`src/pkg/rft_pkg.sv`:
```
// constants, lookups and types for the regulator fault and trim logic
package rft_pkg;
  // clock and timing
  localparam int CLK_MHZ        = 250;
  localparam int ARM_TIME_US    = 5500;
  localparam int HICCUP_TIME_US = 9000;
  localparam int ARM_CYC        = ARM_TIME_US * CLK_MHZ;
  localparam int HICCUP_CYC     = HICCUP_TIME_US * CLK_MHZ;
  localparam int CNT_W          = 22;
  // register byte offsets
  localparam logic [11:0] OFS_CTRL  = 12'h000;
  localparam logic [11:0] OFS_STAT  = 12'h004;
  localparam logic [11:0] OFS_ISTAT = 12'h008;
  localparam logic [11:0] OFS_IMASK = 12'h00C;
  localparam logic [11:0] OFS_VCMD  = 12'h010;
  localparam logic [11:0] OFS_TELEM = 12'h014;
  // control bits
  localparam int CTRL_OP      = 0;
  localparam int CTRL_USE_PIN = 1;
  localparam int CTRL_USE_CMD = 2;
  localparam int CTRL_SW_RESP = 3;
  localparam int CTRL_RETRY   = 4;
  localparam int CTRL_W       = 5;
  localparam logic [4:0] CTRL_RST = 5'h03;
  // fault and event bit positions
  localparam int FLT_OVP  = 0;
  localparam int FLT_UVP  = 1;
  localparam int FLT_OCP  = 2;
  localparam int FLT_OTP  = 3;
  localparam int FLT_SUPPLY_LOCKOUT = 4;
  localparam int FLT_W    = 5;
  // thresholds in percent of the command word
  localparam logic [6:0] PCT_FULL = 7'h64;
  localparam logic [6:0] PCT_OVP  = 7'h74;
  localparam logic [6:0] PCT_UVP  = 7'h4A;
  // current scale is 100 mA per lsb
  localparam logic [9:0] OCP_LIMIT = 10'h0BC;
  localparam logic [7:0] OTP_SET   = 8'h88;
  localparam logic [7:0] OTP_CLR   = 8'h7A;
  localparam logic [7:0] TEMP_REF  = 8'h19;
  localparam logic signed [12:0] GAIN_ONE = 13'sh0400;
  localparam int GAIN_SHIFT = 2;
  localparam logic [7:0] OFS_30 = 8'h1E;
  localparam logic [7:0] OFS_15 = 8'h0F;
  localparam logic [7:0] OFS_5  = 8'h05;
  localparam logic [9:0] BOOT_DEFAULT = 10'h000;
  localparam logic [3:0] RAILS_OK = 4'hF;

  typedef enum logic [1:0] {
    ST_OFF    = 2'b00,
    ST_RUN    = 2'b01,
    ST_HICCUP = 2'b10,
    ST_LATCH  = 2'b11
  } rft_state_t;

  // boot pin code to output command word, one lsb per 7.8125 mV
  function automatic logic [9:0] boot_to_cmd(input logic [7:0] c);
    logic [9:0] d;
    d = {2'h0, c};
    boot_to_cmd = BOOT_DEFAULT;
    if (c >= 8'hA1 && c <= 8'hB6) boot_to_cmd = 10'h0D6 + (d - 10'h0A1);
    if (c >= 8'hB7 && c <= 8'hBE) boot_to_cmd = 10'h0F5 + 10'((d - 10'h0B7) * 10'h00A);
    if (c >= 8'hC1 && c <= 8'hC8) boot_to_cmd = 10'h13C + (d - 10'h0C1);
    if (c >= 8'hC9 && c <= 8'hD1) boot_to_cmd = 10'h14D + 10'((d - 10'h0C9) * 10'h00A);
    if (c >= 8'hD2 && c <= 8'hD8) boot_to_cmd = 10'h1A4 + (d - 10'h0D2);
    if (c >= 8'hD9 && c <= 8'hDE) boot_to_cmd = 10'h1B4 + 10'((d - 10'h0D9) * 10'h00A);
    if (c >= 8'hE1 && c <= 8'hEF) boot_to_cmd = 10'h1F0 + 10'((d - 10'h0E1) * 10'h00A);
    if (c >= 8'hF0 && c <= 8'hF7) boot_to_cmd = 10'h27D + (d - 10'h0F0);
    if (c >= 8'hF8 && c <= 8'hFC) boot_to_cmd = 10'h28E + 10'((d - 10'h0F8) * 10'h00A);
    case (c)
      8'h9F: boot_to_cmd = 10'h180;
      8'hA0: boot_to_cmd = 10'h086;
      8'hBF: boot_to_cmd = 10'h1A6;
      8'hC0: boot_to_cmd = 10'h08D;
      8'hDF: boot_to_cmd = 10'h280;
      8'hE0: boot_to_cmd = 10'h09A;
      8'hFD: boot_to_cmd = 10'h2BF;
      8'hFE: boot_to_cmd = 10'h2C0;
      8'hFF: boot_to_cmd = 10'h000;
      default: ;
    endcase
  endfunction

  // divider ratio (pin over bias, 1/256 lsb) to degrees, piecewise linear
  function automatic logic [7:0] ntc_to_temp(input logic [7:0] r);
    if (r < 8'h47)
      ntc_to_temp = 8'h7A + (8'h47 - r);
    else if (r < 8'h80)
      ntc_to_temp = 8'h7A - 8'(((10'(r) - 10'h047) * 10'h003) >> 2);
    else
      ntc_to_temp = 8'h50 - 8'(((10'(r) - 10'h080) * 10'h005) >> 3);
  endfunction
endpackage
```
`src/hw/rft_supervisor.sv`:
```
// fault manager, boot decode and current trim with an apb register file
//
// The APB slave port and the register offsets were left to the implementer.
`timescale 1ns/1ps
`default_nettype none

// Notes on behaviour
// [RULE1] command word steps 7.8125 mV per lsb; neighbours may jump several steps
// [RULE2] second config pin picks offset: 0=+30, 1=+15, 2=+5, 3=off
// [RULE3] offset plus thermistor temperature gives the current gain adjustment
// [RULE4] compensated current drives both telemetry and overcurrent check
// [RULE5] integrator should pick the +5 degree offset
// [RULE6] thermistor ratio to bias becomes a temperature-linear code, nonlinear map
// [RULE7] lockout and over-temperature follow the condition with hysteresis, no latch
// [RULE8] any rail lockout stops regulation until that rail recovers
// [RULE9] above 116 percent latch off; low-side discharge until below 100 percent
// [RULE10] below 74 percent latch off
// [RULE11] compensated current at 18.8 A declares overcurrent
// [RULE12] overcurrent latches or retries, by third config pin or fault response bit
// [RULE13] retry waits 9 ms before each restart while fault persists
// [RULE14] latches clear by bias cycle, enable toggle or operation command
// [RULE15] shut down above 136 degrees, resume below 122; the code shuts down at 136 already
// [RULE16] power ok low on lockout, overcurrent, over/undervoltage or overtemperature
// [RULE17] startup overvoltage armed 5.5 ms after rails good until soft-start ends
// [RULE18] fixed 8-bit to 10-bit boot lookup; all-ones gives zero
// [RULE19] both gate enables low during faults, except overvoltage discharge
module rft_supervisor #(
  parameter int unsigned ARM_CYCLES    = rft_pkg::ARM_CYC,
  parameter int unsigned HICCUP_CYCLES = rft_pkg::HICCUP_CYC
) (
  // clock and reset
  input  wire logic        mclk,
  input  wire logic        rst_n,
  // apb slave
  input  wire logic        psel,
  input  wire logic        penable,
  input  wire logic        pwrite,
  input  wire logic [11:0] paddr,
  input  wire logic [31:0] pwdata,
  output logic      [31:0] prdata,
  output logic             pready,
  output logic             pslverr,
  // configuration pins
  input  wire logic [7:0]  boot_level_select_pin,
  input  wire logic [1:0]  second_config_pin,
  input  wire logic        third_config_pin,
  input  wire logic        enable_pin,
  // analog front end
  input  wire logic [3:0]  rail_ok,
  input  wire logic [7:0]  thermistor_input,
  input  wire logic [9:0]  vout_sense,
  input  wire logic [9:0]  isense_raw,
  input  wire logic        soft_start_done,
  // drive and status
  output logic             high_side_drive,
  output logic             low_side_drive,
  output logic             power_ok_output,
  output logic [9:0]       vout_cmd,
  output logic [9:0]       iout_telemetry,
  output logic [7:0]       temp_telemetry,
  output logic             irq
);
  if (HICCUP_CYCLES == 0 || HICCUP_CYCLES >= (1 << rft_pkg::CNT_W) ||
      ARM_CYCLES == 0 || ARM_CYCLES >= (1 << rft_pkg::CNT_W))
    $error("cycle counts do not fit the counters");

  typedef struct packed {
    rft_pkg::rft_state_t st;
    logic [4:0]          ctrl;
    logic [4:0]          istat;
    logic [4:0]          imask;
    logic                ovp_l;
    logic                uvp_l;
    logic                ocp_l;
    logic                otp_h;
    logic                ld;
    logic                en_prev;
    logic                op_prev;
    logic                bias_prev;
    logic                supply_lockout_prev;
    logic [21:0]         arm_cnt;
    logic                armed;
    logic [21:0]         hic_cnt;
    logic [9:0]          vcmd;
    logic [9:0]          iout;
    logic [7:0]          temp;
    logic [31:0]         rdata;
    logic                slverr;
  } rft_regs_t;

  rft_regs_t r_ff;
  rft_regs_t nxt_r;

  // percent scaling shared by all voltage comparisons
  function automatic logic [17:0] pct(input logic [9:0] v, input logic [6:0] p);
    pct = 18'(v) * 18'(p);
  endfunction

  logic        [7:0]  temp_w;
  logic        [7:0]  ofs_w;
  logic signed [10:0] eff_w;
  logic signed [12:0] gain_s;
  logic        [21:0] prod_w;
  logic        [9:0]  comp_w;
  logic        [9:0]  boot_cmd_w;
  logic               supply_lockout_w;
  logic               retry_w;
  logic               on_req_w;
  logic               clear_w;
  logic               ovp_en_w;
  logic               ovp_set_w;
  logic               uvp_set_w;
  logic               ocp_w;
  logic               latched_n;
  logic               wr_w;
  logic               rd_setup_w;

  assign temp_w     = rft_pkg::ntc_to_temp(thermistor_input); // RULE6
  assign boot_cmd_w = rft_pkg::boot_to_cmd(boot_level_select_pin); // RULE18 RULE1
  assign supply_lockout_w     = rail_ok != rft_pkg::RAILS_OK;
  assign retry_w    = r_ff.ctrl[rft_pkg::CTRL_SW_RESP] ? r_ff.ctrl[rft_pkg::CTRL_RETRY]
                                                       : third_config_pin; // RULE12
  assign on_req_w   = (enable_pin | ~r_ff.ctrl[rft_pkg::CTRL_USE_PIN]) &
                      (r_ff.ctrl[rft_pkg::CTRL_OP] | ~r_ff.ctrl[rft_pkg::CTRL_USE_CMD]);
  assign wr_w       = psel & penable & pwrite;
  assign rd_setup_w = psel & ~penable;

  always_comb
  begin
    case (second_config_pin) // RULE2
      2'h0:    ofs_w = rft_pkg::OFS_30;
      2'h1:    ofs_w = rft_pkg::OFS_15;
      2'h2:    ofs_w = rft_pkg::OFS_5;
      default: ofs_w = 8'h00;
    endcase
    // gain of about 0.39 percent per degree about the reference
    eff_w  = $signed({3'h0, temp_w}) + $signed({3'h0, ofs_w})
           - $signed({3'h0, rft_pkg::TEMP_REF}); // RULE3
    gain_s = rft_pkg::GAIN_ONE + (13'(eff_w) <<< rft_pkg::GAIN_SHIFT);
    prod_w = 22'(isense_raw) * 22'(gain_s[11:0]);
    comp_w = (|prod_w[21:20]) ? 10'h3FF : prod_w[19:10];
  end

  // startup check before soft-start ends, normal check once running
  assign ovp_en_w  = (r_ff.armed & ~soft_start_done) |
                     (r_ff.st == rft_pkg::ST_RUN & soft_start_done); // RULE17
  assign ovp_set_w = ovp_en_w &
                     pct(vout_sense, rft_pkg::PCT_FULL) > pct(r_ff.vcmd, rft_pkg::PCT_OVP);
  assign uvp_set_w = r_ff.st == rft_pkg::ST_RUN & soft_start_done &
                     pct(vout_sense, rft_pkg::PCT_FULL) < pct(r_ff.vcmd, rft_pkg::PCT_UVP);
  assign ocp_w     = r_ff.st == rft_pkg::ST_RUN & comp_w >= rft_pkg::OCP_LIMIT; // RULE11
  assign clear_w   = (rail_ok[0] & ~r_ff.bias_prev) |
                     (r_ff.ctrl[rft_pkg::CTRL_USE_PIN] & r_ff.en_prev & ~enable_pin) |
                     (r_ff.ctrl[rft_pkg::CTRL_USE_CMD] & r_ff.op_prev &
                      ~r_ff.ctrl[rft_pkg::CTRL_OP]); // RULE14
  assign latched_n = nxt_r.ovp_l | nxt_r.uvp_l | nxt_r.ocp_l;

  always_comb
  begin
    logic [4:0] ev;
    logic       hold;
    nxt_r = r_ff;
    ev    = 5'h00;
    hold  = supply_lockout_w | r_ff.otp_h;
    nxt_r.en_prev   = enable_pin;
    nxt_r.op_prev   = r_ff.ctrl[rft_pkg::CTRL_OP];
    nxt_r.bias_prev = rail_ok[0];
    nxt_r.supply_lockout_prev = supply_lockout_w;
    nxt_r.iout      = comp_w; // RULE4
    nxt_r.temp      = temp_w;
    // rails must stay good for the whole arming delay
    if (supply_lockout_w)
    begin
      nxt_r.arm_cnt = 22'h000000;
      nxt_r.armed   = 1'b0;
    end
    else if (!r_ff.armed)
    begin
      nxt_r.arm_cnt = r_ff.arm_cnt + 22'h000001;
      nxt_r.armed   = r_ff.arm_cnt == 22'(ARM_CYCLES - 1); // RULE17
    end
    if (!r_ff.armed)
      nxt_r.vcmd = boot_cmd_w; // RULE18
    // hysteretic over-temperature
    if (temp_w >= rft_pkg::OTP_SET)
      nxt_r.otp_h = 1'b1; // RULE15 RULE7
    else if (temp_w < rft_pkg::OTP_CLR)
      nxt_r.otp_h = 1'b0; // RULE15 RULE7
    // set wins over clear on every latch
    nxt_r.ovp_l = (r_ff.ovp_l & ~clear_w) | ovp_set_w; // RULE9
    nxt_r.uvp_l = (r_ff.uvp_l & ~clear_w) | uvp_set_w; // RULE10
    nxt_r.ocp_l = (r_ff.ocp_l & ~clear_w) | (ocp_w & ~retry_w); // RULE12
    if (pct(vout_sense, rft_pkg::PCT_FULL) > pct(r_ff.vcmd, rft_pkg::PCT_OVP))
      nxt_r.ld = 1'b1; // RULE9
    else if (pct(vout_sense, rft_pkg::PCT_FULL) < pct(r_ff.vcmd, rft_pkg::PCT_FULL))
      nxt_r.ld = 1'b0; // RULE9
    if (!nxt_r.ovp_l)
      nxt_r.ld = 1'b0;
    case (r_ff.st)
      rft_pkg::ST_OFF:
        if (latched_n)
          nxt_r.st = rft_pkg::ST_LATCH;
        else if (on_req_w && !hold)
          nxt_r.st = rft_pkg::ST_RUN; // RULE7 RULE8
      rft_pkg::ST_RUN:
        if (latched_n)
          nxt_r.st = rft_pkg::ST_LATCH; // RULE19
        else if (ocp_w)
        begin
          nxt_r.st      = rft_pkg::ST_HICCUP; // RULE13
          nxt_r.hic_cnt = 22'h000000;
        end
        else if (!on_req_w || hold)
          nxt_r.st = rft_pkg::ST_OFF; // RULE8 RULE15
      rft_pkg::ST_HICCUP:
        if (latched_n)
          nxt_r.st = rft_pkg::ST_LATCH;
        else if (r_ff.hic_cnt == 22'(HICCUP_CYCLES - 1))
          nxt_r.st = rft_pkg::ST_OFF; // RULE13
        else
          nxt_r.hic_cnt = r_ff.hic_cnt + 22'h000001;
      rft_pkg::ST_LATCH:
        if (!latched_n)
          nxt_r.st = rft_pkg::ST_OFF; // RULE14
      default:
        nxt_r.st = rft_pkg::ST_OFF;
    endcase
    ev[rft_pkg::FLT_OVP]  = ovp_set_w & ~r_ff.ovp_l;
    ev[rft_pkg::FLT_UVP]  = uvp_set_w & ~r_ff.uvp_l;
    ev[rft_pkg::FLT_OCP]  = ocp_w;
    ev[rft_pkg::FLT_OTP]  = nxt_r.otp_h & ~r_ff.otp_h;
    ev[rft_pkg::FLT_SUPPLY_LOCKOUT] = supply_lockout_w & ~r_ff.supply_lockout_prev;
    // apb: decode in setup, act in access
    if (rd_setup_w)
    begin
      nxt_r.slverr = 1'b0;
      case (paddr)
        rft_pkg::OFS_CTRL:  nxt_r.rdata = 32'(r_ff.ctrl);
        rft_pkg::OFS_STAT:  nxt_r.rdata = {22'h000000, r_ff.st, supply_lockout_w, r_ff.otp_h,
                                           r_ff.ocp_l, r_ff.uvp_l, r_ff.ovp_l,
                                           r_ff.ld, r_ff.armed, r_ff.st == rft_pkg::ST_HICCUP};
        rft_pkg::OFS_ISTAT: nxt_r.rdata = 32'(r_ff.istat);
        rft_pkg::OFS_IMASK: nxt_r.rdata = 32'(r_ff.imask);
        rft_pkg::OFS_VCMD:  nxt_r.rdata = 32'(r_ff.vcmd);
        rft_pkg::OFS_TELEM: nxt_r.rdata = {14'h0000, r_ff.temp, r_ff.iout};
        default:
        begin
          nxt_r.rdata  = 32'h00000000;
          nxt_r.slverr = 1'b1;
        end
      endcase
    end
    nxt_r.istat = r_ff.istat;
    if (wr_w && paddr == rft_pkg::OFS_CTRL)
      nxt_r.ctrl = pwdata[rft_pkg::CTRL_W-1:0];
    if (wr_w && paddr == rft_pkg::OFS_IMASK)
      nxt_r.imask = pwdata[rft_pkg::FLT_W-1:0];
    if (wr_w && paddr == rft_pkg::OFS_ISTAT)
      nxt_r.istat = r_ff.istat & ~pwdata[rft_pkg::FLT_W-1:0];
    nxt_r.istat = nxt_r.istat | ev;
  end

  always_ff @(posedge mclk or negedge rst_n)
  begin
    if (!rst_n)
    begin
      r_ff      <= '0;
      r_ff.st   <= rft_pkg::ST_OFF;
      r_ff.ctrl <= rft_pkg::CTRL_RST;
    end
    else
      r_ff <= nxt_r;
  end

  assign prdata          = r_ff.rdata;
  assign pslverr         = r_ff.slverr;
  assign pready          = 1'b1;
  assign high_side_drive = r_ff.st == rft_pkg::ST_RUN; // RULE19
  assign low_side_drive  = r_ff.st == rft_pkg::ST_RUN | r_ff.ld; // RULE19 RULE9
  assign power_ok_output = r_ff.st == rft_pkg::ST_RUN & soft_start_done & ~supply_lockout_w &
                           ~r_ff.otp_h; // RULE16
  assign vout_cmd        = r_ff.vcmd;
  assign iout_telemetry  = r_ff.iout;
  assign temp_telemetry  = r_ff.temp;
  assign irq             = |(r_ff.istat & r_ff.imask);
endmodule
`default_nettype wire

```
`config.mk`:
```
export PLATFORM = sky130hd
export DESIGN_NAME = rft_supervisor
export DESIGN_NICKNAME = d
export VERILOG_FILES = /design/src/pkg/rft_pkg.sv /design/src/hw/rft_supervisor.sv
export SDC_FILE = /design/constraint.sdc
export NUM_CORES = 1
export LEC_CHECK = 0
export BUFFER_PORTS_ARGS = -buffer_cell sky130_fd_sc_hd__buf_2
export CAP_MARGIN = 20
export CORE_MARGIN = 2
export CORE_UTILIZATION = 52
export DETAILED_ROUTE_END_ITERATION = 10
export GPL_TIMING_DRIVEN = 1
export PLACE_DENSITY = 0.82
export SETUP_SLACK_MARGIN = 0.15
export SLEW_MARGIN = 20
export SYNTH_ARGS = -nofsm -noshare
export SYNTH_HDL_FRONTEND = slang
export SYNTH_SLANG_ARGS = --single-unit
export TNS_END_PERCENT = 1
```
`constraint.sdc`:
```
create_clock -name mclk -period 8.37 [get_ports mclk]
set_input_delay 0.837 -clock mclk [delete_from_list [all_inputs] [get_ports mclk]]
set_output_delay 0.837 -clock mclk [all_outputs]
set_load 0.05 [all_outputs]
```
==> results.cfg <==
[yosys]
synth_top_area_share_pct = 22.5
yosysTopAreaCell = ha_1
ys_warn_count = 0
ys_top_cells_by_area = ha_1 23%, dfrtp_1 15%, fa_1 10%, inv_1 5.6%, xnor2_1 5.2%
yosysUniqueCellTypes = 85
ys.flop_type = dfrtp_1
synth_area_um2 = 19600
synth_seq_area_share_pct = 15.1
synth_cells = 2313
synth.ff_latch_count = 118
syn_area_per_cell_um2 = 8.48
async_flop_share_pct = 100
synth-edff-count = 0

[clock_network]
cts_hold_buf = 0
cts_tree = done
cts.htree.levels = 4
clockRootBuffer = clkbuf_16
cts_sinks = 118
numCtsBuffers = 17
clk_latency_ns = 0.41
cts_buffer_depth = 2
clkSlewWorstSetupHoldPaths_ns = 0.06

[setup_path]
crit_slowest_cell = fa_1
path_max_fanout = 7
crit_path_max_incr_delay_ns = 0.55
timing.rr.start = vout_cmd[2]
ff2ff_path_depth = 26
crit_type = in -> reg
cp-end-kind = flop
crit_family = adder cells
rr_endpoint = r_ff[73]
cp_data_arrival_time_ns = 10.00
crit_required_ns = 8.71
cp_num_buf_inv = 7
cpMostUsedCell = a21oi_2
path_depth = 42
r2r_slack_ns = 1.17
startpoint_type = input port

[floorplanning]
die_w_um = 198
floorplan.initialDensity_pct = 52.5
die-area_um2 = 39300
die_h_um = 198
rows = 71
core_um2 = 37400
boundaryPins = 160

[drt]
wire_per_inst_um = 18.6
avgViaCountPerCell = 5.91
detail-route-antenna-nets = 0
drt_first_pass_iters = 6
drt_iter0_drc = 1547
vias = 17993
drc = 0
wl_um = 56500

[sta]
min_period_over_period_pct = 115
maxClockFrequency_mhz = 104
slew_viol_final = 0
setup_viol = 36
clock-skew-final_ns = 0.00976
grt_setup_unrepaired = true
setup_ws_ns = -1.29
finalHoldViolCount = 0
min_period_ns = 9.66
relSlewSlack_pct = 29.2
worstMarginPinSlew_ns = 1.05

[job]
cap_violations = 0

[placed_design]
io_buffers = 117
place_inst = 2988
hpwl_um = 44200
gp_congestion = 0.965
dp_slack_ns = -1.85

[worst_hold_path]
hold_class = in -> async

[global_routing]
gr-total-overflow = 0
grt_pass1_wl_um = 91100
grt_usage_pct = 28.8
grt_pass1_vias = 18127
grt_max_degree = 83
grt_antenna_before_repair = 4

[finish]
final_cells = 3045
drive_above_1_share_pct = 18.2
nNetsFinal = 3065
synthToLayoutAreaGrowth_pct = 17.1

[outcome]
status = finished with violations
violations = setup timing
-- state kept, by name, indices dropped and copies added (netlist names) --
signal          count
pslverr             1
temp_telemetry      8
vout_cmd           10
prdata             18
iout_telemetry     10
r_ff               70
nxt_r               1
-- final cells by class --
class,count,area (um^2)
antenna,3,7.51
clock buffer,19,453
clock inverter,13,194
fill,3059,14400
inverter,293,1100
multi-input combinational,1798,15700
sequential,118,2960
tap,511,639
timing repair buffer,290,1960
-- worst reg2reg max path, cell delays in order, from the launching register on --
cell	delay (ns)
dfrtp_1	0.71
fa_1	0.53
ha_1	0.29
inv_1	0.05
fa_1	0.50
inv_1	0.04
ha_1	0.33
a21oi_1	0.21
o21ai_0	0.14
a21oi_1	0.25
o21ai_0	0.11
a21oi_1	0.22
o21ai_0	0.18
o41ai_1	0.38
xnor2_1	0.19
ha_1	0.29
a21oi_1	0.14
o21ai_0	0.15
mux2_2	0.31
o311a_1	0.17
a211o_1	0.45
a21oi_1	0.22
o21ai_1	0.22
a211o_1	0.37
buf_4	0.17
or3_1	0.35
a21oi_2	0.16
-- layout by cell type, fill, tap and decap left out, types with 17 or more instances in the layout --
| master | synthesis | layout |
|---|---|---|
| ha_1 | 353 | 329 |
| a21o_1 | 43 | 43 |
| ha_4 | 0 | 21 |
| mux2i_1 | 21 | 20 |
| a211oi_1 | 20 | 17 |
| buf_2 | 5 | 114 |
| a21oi_1 | 140 | 116 |
| nor2b_1 | 38 | 38 |
| or3_1 | 25 | 22 |
| buf_4 | 62 | 165 |
| clkbuf_16 | 0 | 17 |
| nand2b_1 | 31 | 29 |
| nor2_1 | 109 | 108 |
| o21a_1 | 20 | 20 |
| o21ai_0 | 108 | 103 |
| dfrtp_1 | 116 | 116 |
| nand2_1 | 181 | 178 |
| a21oi_2 | 0 | 22 |
| and2_1 | 41 | 41 |
| fa_1 | 100 | 97 |
| o211ai_1 | 19 | 19 |
| xnor2_1 | 116 | 110 |
| a22o_1 | 29 | 29 |
| xor2_1 | 61 | 54 |
| nor3_1 | 36 | 32 |
| inv_1 | 291 | 284 |
| nand4_1 | 21 | 21 |
| nand3_1 | 44 | 43 |
-- worst max path at each step --
stage,start,slack [ns],endpoint
after CTS,thermistor_input[1],-1.16,r_ff[68]
after floorplan,thermistor_input[0],-1.17,r_ff[68]
after detailed placement,thermistor_input[0],-1.85,r_ff[68]
final,thermistor_input[1],-1.29,r_ff[68]
after global placement,thermistor_input[0],-1.64,r_ff[68]
after global routing,thermistor_input[1],-1.59,r_ff[76]
-- metal layers --
metal  part of all wire [%]  vias up  GRT usage [%]  wire length, um
met2                     48      803           49.3            26900
met4                    3.9        4           10.7             2200
met1                     41     8668           36.6            23200
li1                       -     8358              -                -
met5                  0.046        -              0               26
met3                    7.5      160           4.60             4230
-- what timing repair did --
item / in CTS / in global routing
pin swaps: 59 / 43
endpoints found under the setup margin: 36 / 36
setup buffers: 16 / 6
gates resized for setup: 58 / 45
-- logic make-up after synthesis --
family                     after synthesis  share of synthesized area, %
AOI/OAI and AO/OA                      525                          18.0
xor gates and xnor gates               180                          8.25
adders and majority gates              453                          32.7
buffers and inverters                  410                          9.06
DFF                                    118                          15.1
muxes                                   35                          1.87
other                                    2                        0.0383
and+or+nand+nor                        590                          15.0
-- cell usage after synthesis, types with 7 or more instances --
library cell and count:
o21a_1 20, o21ai_0 108, or3_1 25, clkbuf_1 43, o22ai_1 9, nand3_1 44, and2_1 41, ha_1 353
and3b_1 9, nor2b_1 38, nand2b_1 31, a31oi_1 9, inv_1 291, buf_1 7, and3_1 14, a21boi_0 11
nor3b_1 7, a21oi_1 140, nand2_1 181, buf_4 62, o21bai_1 11, o211ai_1 19, nand4_1 21, mux2i_1 21
xnor2_1 116, o31ai_1 8, nor2_1 109, mux2_2 14, fa_1 100, a2111oi_0 11, xor2_1 61, dfrtp_1 116
a221oi_1 7, nor3_1 36, a22o_1 29, a211oi_1 20, a22oi_1 7, a21o_1 43
-- per-stage QoR --
| step | utilization, % | hold slack [ns] | TNS (ns) | cell area, um^2 |
|---|---|---|---|---|
| 6_report | 61.4 | 0.384 | -33.29 | 23000 |
| 5_1_grt | 61.4 | 0.410 | -44.85 | 23000 |
| 4_1_cts | 60.7 | 0.389 | -27.52 | 22700 |
| 3_5_place_dp | 57.6 | 0.417 | -53.80 | 21600 |
| 3_3_place_gp | 57.6 | 0.414 | -47.81 | 21600 |
| 2_1_floorplan | - | 0.401 | -28.91 | 19900 |
Power is left out: the tool's default activity adds up to more than one toggle a clock period on the data nets, which glitch-free logic cannot reach.
